$ cat config.mk
export PLATFORM = sky130hd
export DESIGN_NAME = ivm_vector_map
export DESIGN_NICKNAME = d
export VERILOG_FILES = /design/src/inc/ivm_pkg.sv /design/src/rtl/ivm_vector_map.sv
export SDC_FILE = /design/constraint.sdc
export NUM_CORES = 1
export LEC_CHECK = 0
export BUFFER_PORTS_ARGS = -buffer_cell sky130_fd_sc_hd__buf_2
export CAP_MARGIN = 20
export CORE_ASPECT_RATIO = 0.5
export CORE_MARGIN = 3
export CORE_UTILIZATION = 35
export CTS_CLUSTER_DIAMETER = 80
export DETAILED_ROUTE_END_ITERATION = 10
export SLEW_MARGIN = 25
export SYNTH_ARGS = -nofsm -noshare
export SYNTH_HDL_FRONTEND = slang
export SYNTH_SLANG_ARGS = --single-unit
$ cat constraint.sdc
create_clock -name i_mclk -period 4.1 [get_ports i_mclk]
set_input_delay 0.615 -clock i_mclk [delete_from_list [all_inputs] [get_ports i_mclk]]
set_output_delay 0.615 -clock i_mclk [all_outputs]
set_load 0.005 [all_outputs]
$ cat src/inc/ivm_pkg.sv
// Constants, register map and carrier types for the interrupt vector mapping block.
package ivm_pkg;

  localparam int VEC_COUNT = 31;
  localparam int PIN_COUNT_DEFAULT = 24;
  localparam int PORTC_MIN_PINS = 20;
  localparam logic [4:0] VEC_RESET = 5'h00;
  localparam logic [4:0] VEC_NMI = 5'h01;
  localparam logic [4:0] VEC_PORTC = 5'h05;
  localparam logic [5:0] VEC_ADDR_STRIDE = 6'h02;

  localparam logic [30:0] FLAG_MASK = 31'h7ffffffe;
  localparam logic [30:0] NMI_MASK = 31'h00000002;
  localparam logic [30:0] ENABLE_MASK = 31'h7ffffffc;
  localparam logic [30:0] PEND_RST = 31'h00000000;
  localparam logic [30:0] ENABLE_RST = 31'h00000000;
  localparam logic GIE_RST = 1'b0;

  localparam logic [7:0] REG_CTRL = 8'h00;
  localparam logic [7:0] REG_PEND = 8'h04;
  localparam logic [7:0] REG_ENABLE = 8'h08;
  localparam logic [7:0] REG_VECTOR = 8'h0c;
  localparam logic [7:0] REG_REQ = 8'h10;
  localparam int CTRL_GIE_BIT = 0;
  localparam int VECTOR_VALID_BIT = 31;
  localparam int VECTOR_ADDR_LSB = 8;
  localparam int VECTOR_NUM_LSB = 0;

  localparam logic [1:0] RESP_OKAY = 2'h0;
  localparam logic [1:0] RESP_SLVERR = 2'h2;

  // Bit position of each field equals its vector number; the first field is bit 30.
  typedef struct packed {
    logic nvm_eeprom_ready;
    logic transmit_complete;
    logic transmit_buffer_empty;
    logic receive_complete;
    logic spi_request;
    logic two_wire_master_request;
    logic two_wire_slave_request;
    logic adc1_window_compare;
    logic adc1_result_available;
    logic adc0_window_compare;
    logic adc0_result_available;
    logic comparator2;
    logic comparator1;
    logic comparator0;
    logic control_timer_trigger;
    logic control_timer_overflow_event;
    logic capture_timer1;
    logic capture_timer0;
    logic compare_channel_two;
    logic compare_channel_one;
    logic compare_channel_zero;
    logic high_underflow;
    logic low_underflow_or_overflow_event;
    logic periodic_tick;
    logic rtc_count;
    logic port_c_pin_change;
    logic port_b_pin_change;
    logic port_a_pin_change;
    logic voltage_level_monitor;
    logic scan_checksum_nmi;
    logic reset_entry_unused;
  } ivm_src_s;

  typedef struct packed {
    logic awvalid;
    logic [31:0] awaddr;
    logic wvalid;
    logic [31:0] wdata;
    logic [3:0] wstrb;
    logic bready;
    logic arvalid;
    logic [31:0] araddr;
    logic rready;
  } ivm_axi_req_s;

  typedef struct packed {
    logic awready;
    logic wready;
    logic bvalid;
    logic [1:0] bresp;
    logic arready;
    logic rvalid;
    logic [31:0] rdata;
    logic [1:0] rresp;
  } ivm_axi_rsp_s;

endpackage

$ cat src/rtl/ivm_vector_map.sv
// Interrupt vector mapping: pending flags, source enables, global gate and vector selection.
//
// Function
// - Each source's condition pulse, except for the reset entry vector 0, sets its pending flag, held in this block's pending flag register.
// - Every source except the reset entry vector 0 and the non-maskable vector 1 has its own source enable bit that software writes in the source enable register.
// - A maskable source requests only while both its enable bit and its pending flag are set; vector 1 needs only its flag.
// - A request stays active until software clears its pending flag or, for a maskable source, its enable bit or the global enable; it never clears itself.
// - Maskable requests reach the CPU only while the global enable is set.
// - Vectors run from 0 to 30, one per source, each at word address twice its number.
// - Vector 0 is the reset entry and vector 1 is the non-maskable checksum scan request.
// - Vectors 2 to 7 are voltage monitor, pin change of ports A, B and C, counter count and periodic tick.
// - Vectors 8 to 16 are the timers: type A underflows, overflow and compares, then capture and control timers.
// - Vectors 17 to 23 are the three comparators and the result and window requests of both converters.
// - Vectors 24 to 30 are two-wire slave and master, SPI, serial port events and the EEPROM request.
// - The port C vector exists only with at least 20 pins and is never requested on smaller parts.
`timescale 1ns/1ps
module ivm_vector_map #(
  parameter int PIN_COUNT = ivm_pkg::PIN_COUNT_DEFAULT
) (
  input wire logic i_mclk,
  input wire logic i_nrst,
  input wire ivm_pkg::ivm_src_s i_src_event,
  input wire ivm_pkg::ivm_axi_req_s i_axi,
  output ivm_pkg::ivm_axi_rsp_s o_axi,
  output logic o_irq,
  output logic o_vec_valid,
  output logic [4:0] o_vec_num,
  output logic [5:0] o_vec_addr
);
  import ivm_pkg::*;

  // Port C disappears on small packages, so its flag and enable are tied off there.
  localparam logic [30:0] SRC_AVAIL = (PIN_COUNT >= PORTC_MIN_PINS) ? FLAG_MASK :
                                      (FLAG_MASK & ~(31'h1 << VEC_PORTC));

  logic [30:0] src_evt;
  logic gie_q;
  logic [30:0] en_q;
  logic [30:0] pend_q;
  logic [30:0] gated;
  logic sel_valid;
  logic [4:0] sel_num;
  logic vec_valid_q;
  logic [4:0] vec_num_q;
  logic [5:0] vec_addr_q;

  logic aw_held_q;
  logic [7:0] aw_addr_q;
  logic w_held_q;
  logic [31:0] w_data_q;
  logic [3:0] w_strb_q;
  logic bvalid_q;
  logic [1:0] bresp_q;
  logic rvalid_q;
  logic [31:0] rdata_q;
  logic [1:0] rresp_q;

  logic awready;
  logic wready;
  logic arready;
  logic aw_fire;
  logic w_fire;
  logic wr_go;
  logic [7:0] wr_addr;
  logic [31:0] wr_data;
  logic [3:0] wr_strb;
  logic [31:0] wr_mask;
  logic [31:0] wr_bits;
  logic wr_hit;
  logic [30:0] pend_clr;
  logic [31:0] rd_data;
  logic rd_hit;

  // Bit position in the source struct is the vector number, so the table is a plain cast.
  assign src_evt = i_src_event & SRC_AVAIL;

  function automatic logic [31:0] ivm_byte_mask(input logic [3:0] strb);
    logic [31:0] m;
    m = 32'h0;
    for (int b = 0; b < 4; b++) begin
      m[b*8 +: 8] = {8{strb[b]}};
    end
    return m;
  endfunction

  // Write channel: address and data are taken independently and joined once both are here.
  assign awready = ~aw_held_q & ~bvalid_q;
  assign wready = ~w_held_q & ~bvalid_q;
  assign aw_fire = i_axi.awvalid & awready;
  assign w_fire = i_axi.wvalid & wready;
  assign wr_go = (aw_held_q | aw_fire) & (w_held_q | w_fire) & ~bvalid_q;
  assign wr_addr = aw_held_q ? aw_addr_q : i_axi.awaddr[7:0];
  assign wr_data = w_held_q ? w_data_q : i_axi.wdata;
  assign wr_strb = w_held_q ? w_strb_q : i_axi.wstrb;
  assign wr_mask = ivm_byte_mask(wr_strb);
  assign wr_bits = wr_data & wr_mask;
  assign wr_hit = (wr_addr == REG_CTRL) || (wr_addr == REG_PEND) || (wr_addr == REG_ENABLE) ||
                  (wr_addr == REG_VECTOR) || (wr_addr == REG_REQ);

  always_ff @(posedge i_mclk) begin
    if (!i_nrst) begin
      aw_held_q <= 1'b0;
      aw_addr_q <= 8'h00;
    end else if (wr_go) begin
      aw_held_q <= 1'b0;
    end else if (aw_fire) begin
      aw_held_q <= 1'b1;
      aw_addr_q <= i_axi.awaddr[7:0];
    end
  end

  always_ff @(posedge i_mclk) begin
    if (!i_nrst) begin
      w_held_q <= 1'b0;
      w_data_q <= 32'h0;
      w_strb_q <= 4'h0;
    end else if (wr_go) begin
      w_held_q <= 1'b0;
    end else if (w_fire) begin
      w_held_q <= 1'b1;
      w_data_q <= i_axi.wdata;
      w_strb_q <= i_axi.wstrb;
    end
  end

  always_ff @(posedge i_mclk) begin
    if (!i_nrst) begin
      bvalid_q <= 1'b0;
      bresp_q <= RESP_OKAY;
    end else if (wr_go) begin
      bvalid_q <= 1'b1;
      bresp_q <= wr_hit ? RESP_OKAY : RESP_SLVERR;
    end else if (i_axi.bready) begin
      bvalid_q <= 1'b0;
    end
  end

  // Global enable; only the low byte lane carries it.
  always_ff @(posedge i_mclk) begin
    if (!i_nrst) begin
      gie_q <= GIE_RST;
    end else if (wr_go && wr_addr == REG_CTRL && wr_strb[0]) begin
      gie_q <= wr_data[CTRL_GIE_BIT];
    end
  end

  // Source enables; reset entry and the non-maskable vector have no enable bit.
  always_ff @(posedge i_mclk) begin
    if (!i_nrst) begin
      en_q <= ENABLE_RST;
    end else if (wr_go && wr_addr == REG_ENABLE) begin
      // Strobed bytes take the written value, zeros included; unstrobed bytes keep theirs.
      en_q <= ((wr_data[30:0] & wr_mask[30:0]) | (en_q & ~wr_mask[30:0])) & ENABLE_MASK & SRC_AVAIL;
    end
  end

  // Pending flags clear only by writing ones; an event in the same cycle keeps the flag set.
  assign pend_clr = (wr_go && wr_addr == REG_PEND) ? wr_bits[30:0] : 31'h0;

  always_ff @(posedge i_mclk) begin
    if (!i_nrst) begin
      pend_q <= PEND_RST;
    end else begin
      pend_q <= ((pend_q & ~pend_clr) | src_evt) & SRC_AVAIL;
    end
  end

  // The non-maskable request bypasses both the enable bit and the global gate.
  assign gated = (pend_q & en_q & {31{gie_q}}) | (pend_q & NMI_MASK);

  // Scanning downward leaves the lowest requesting vector as the final pick.
  always_comb begin
    sel_valid = 1'b0;
    sel_num = VEC_RESET;
    for (int i = VEC_COUNT - 1; i >= 1; i--) begin
      if (gated[i]) begin
        sel_valid = 1'b1;
        sel_num = 5'(i);
      end
    end
  end

  always_ff @(posedge i_mclk) begin
    if (!i_nrst) begin
      vec_valid_q <= 1'b0;
      vec_num_q <= VEC_RESET;
      vec_addr_q <= 6'h00;
    end else begin
      vec_valid_q <= sel_valid;
      vec_num_q <= sel_num;
      vec_addr_q <= 6'(sel_num) * VEC_ADDR_STRIDE;
    end
  end

  // Read channel: one outstanding read, answered the cycle after the address is taken.
  assign arready = ~rvalid_q;

  always_comb begin
    rd_data = 32'h0;
    rd_hit = 1'b1;
    unique case (i_axi.araddr[7:0])
      REG_CTRL: rd_data = 32'(gie_q) << CTRL_GIE_BIT;
      REG_PEND: rd_data = {1'b0, pend_q};
      REG_ENABLE: rd_data = {1'b0, en_q};
      REG_VECTOR: rd_data = (32'(vec_valid_q) << VECTOR_VALID_BIT) | (32'(vec_addr_q) << VECTOR_ADDR_LSB) |
                            (32'(vec_num_q) << VECTOR_NUM_LSB);
      REG_REQ: rd_data = {1'b0, gated};
      default: rd_hit = 1'b0;
    endcase
  end

  always_ff @(posedge i_mclk) begin
    if (!i_nrst) begin
      rvalid_q <= 1'b0;
      rdata_q <= 32'h0;
      rresp_q <= RESP_OKAY;
    end else if (i_axi.arvalid && arready) begin
      rvalid_q <= 1'b1;
      rdata_q <= rd_data;
      rresp_q <= rd_hit ? RESP_OKAY : RESP_SLVERR;
    end else if (i_axi.rready) begin
      rvalid_q <= 1'b0;
    end
  end

  always_comb begin
    o_axi.awready = awready;
    o_axi.wready = wready;
    o_axi.bvalid = bvalid_q;
    o_axi.bresp = bresp_q;
    o_axi.arready = arready;
    o_axi.rvalid = rvalid_q;
    o_axi.rdata = rdata_q;
    o_axi.rresp = rresp_q;
  end

  assign o_irq = vec_valid_q;
  assign o_vec_valid = vec_valid_q;
  assign o_vec_num = vec_num_q;
  assign o_vec_addr = vec_addr_q;

endmodule

==> run metrics <==
Most Crowded Layer GR=met1; WHS Endpoint=rvalid_q; Setup-failing EPs final=0; PD cells=417 nW/um2; sequential group share of total power=44.2%; fin util=43.8%; gr ovfl total=0; CTS tree=yes; initial antenna violation count=1; WS Path Type=reg2reg; Async S/R FF share, synth=0%; maximum vdd ir drop=0.326 mV; row cnt=35; Data required, critical path=4.41 ns; Critical Path Source Type=register; Final ANT Viol Nets=0; Mapped Area=6980 um2; prevailing post-synth register cell=dfxtp_1; port buffer count=138; layout cells sized above 1=22.9%; WHS Path Cells=2; fin crit share=56.7%; Leak Pwr=3.45 nW; Final Cell Area=8300 um2; Yosys reg bits=147; sequential fraction of the synthesis area=42.2%; post-DP HPWL=15400 um; slew margin rel.=44.9%; Initial Util=36.8%; via count=6452; CP Max Fanout=12; DRT iter0 DRCs=420; Psw=0.874 mW; fillcell total=1915; clock tree buffer depth=2; R2R Path Start=aw_held_q; Hold Buf Count CTS=0; Chip Width=206 um; RSZ-0062 raised after global routing=false; Storage cell area=2940 um2; Max Cap Violations=0; CP endpoint kind=register; Setup Buffers After CTS=0; Multi-input gate area=3570 um2; flop2flop setup slack=1.78 ns; Total GRT Usage=18.9%; Post-synth EDFFs=0; Sw Share=25.3%; Root Driver=clkbuf_16; Worst-path clk slew=0.06 ns; min-delay worst type=in2reg; Residual DRC=0; largest net degree at the start of global routing=76; area post-placement=7690 um2; r2r worst-path depth=5; Worst Path Arrival=2.63 ns; WL/cell=17.1 um; Std-Cell Core Area=19000 um2; clock buffer count from CTS=17; Hold Fails Final Rpt=0; Total Wirelength=20900 um; Worst Min Path Start=i_axi[0]; synth warn=0; Num Clock Sinks=147; Via density=5.28; Comb power frac=9.7%; Pwr Total=3.46 mW; final max-slew violation count=0; post-cts sizing count=0; Mean Syn Cell Area=8.22 um2; Int Power=2.58 mW; GPL Wtd Cong=0.815; Clock Latency Late Sink=0.42 ns; GRT met1 Usage=29.8%; Pre-Repair DR Iteration Count=7; clock share of power=46.1%; actual slew at the worst max-slew pin=0.826 ns; Clock Skew=0.0127 ns; Die Footprint=21800 um2; Net count, final=1087; M3 GR Usage=3.61%; first-pass GRT wire length=32200 um; met2 usage=26.3%; Max Freq=430 MHz; vias in the first global route=5860; post-synthesis cell type count=61; H-tree levels=4; post-route setup TNS=0 ns; min Tclk post-route=2.32 ns; status=complete, no violations; area delta synth->final=18.9%; IO Pins=192; Post-Syn Instances=849; Die Height=106 um
[through the flow]
step / setup WS, ns / instances / hold WS, ns
after floorplan: 1.99 / 851 / 0.432
after global placement: 1.47 / 1189 / 0.433
after detailed placement: 1.44 / 1189 / 0.439
after CTS: 1.68 / 1220 / 0.374
after global routing: 1.49 / 1221 / 0.387
final: 1.78 / 1221 / 0.393
[worst max-delay path, cell delays in order, from the launching register on]
cell      delay [ns]
dfxtp_1         0.57
mux2_2          0.43
nor4_1          0.61
o21a_4          0.34
nor2_1          0.06
a211oi_1        0.20
[per-layer routing]
metal  share of wire, %  vias up
met2                 40      184
met5                  0        -
met4               0.66        0
met3                6.1       15
li1                   -     3211
met1                 53     3042
[cells in the mapped netlist, drive strengths merged (6+ instances only)]
library cell  instances  area [um2]
o31ai                 9        67.6
mux2i                28         280
a21oi                66         330
inv                  25        93.8
nand2b                6        37.5
a21o                 25         188
a31oi                22         138
clkbuf               33         124
nor2                 56         210
buf                  36         261
mux2                 23         259
nand3                30         150
o22ai                 7        43.8
and2                  7        43.8
a22oi                34         255
dfxtp               147        2940
a211oi                7        72.6
o21ai                82         418
nand2               141         529
a22o                  8        70.1
[power groups by stage]
| stage | clock [mW] | sequential, mW | combinational (mW) |
|---|---|---|---|
| 5_1_grt | 1.68 | 1.54 | 0.374 |
| 3_5_place_dp | 0 | 1.56 | 0.333 |
| 4_1_cts | 1.63 | 1.53 | 0.335 |
| 3_3_place_gp | 0 | 1.56 | 0.327 |
| 6_report | 1.59 | 1.53 | 0.335 |
| 2_1_floorplan | 0 | 1.54 | 0.233 |
[logic make-up (layout without fill, tap and decap cells)]
logic type	Yosys count	count (layout)	synth area share, %
AND/OR/NAND/NOR	274	274	17.6
other	1	4	0.0537
multiplexers	51	51	7.73
flip-flops	147	147	42.2
AO/OA/AOI/OAI	281	281	25.5
buffers and inverters	95	205	6.92
[layout by cell type (no fill, tap or decap), types with 10 or more instances in the layout]
cell and n:
mux2_2 23, a21oi_1 66, mux2i_1 28, nand2_1 141, a21o_1 25, buf_4 10, a22oi_1 34, a31oi_1 22
nand3_1 30, buf_2 138, inv_1 24, o21ai_0 73, dfxtp_1 146, nor2_1 56, clkbuf_16 17
[worst max-delay path by stage]
stage | slack (ns) | endpoint | startpoint
floorplan | 1.99 | register | i_axi[72]
global placement | 1.47 | rdata_q[6] | i_axi[8]
detailed placement | 1.44 | rdata_q[25] | i_axi[8]
CTS | 1.68 | register | aw_held_q
global route | 1.49 | register | aw_held_q
finish | 1.78 | register | aw_held_q
[final cells by class]
class / instances / share of cell area [%]
inverters: 26 / 1.19
repair buffers: 148 / 9.22
well taps: 259 / 3.90
clock buffers: 18 / 5.29
diodes: 1 / 0.0301
flip-flops and latches: 147 / 35.5
multi-input cells: 609 / 43.0
clock inverters: 13 / 1.94
No activity file was read; power rests on OpenSTA's default activity.
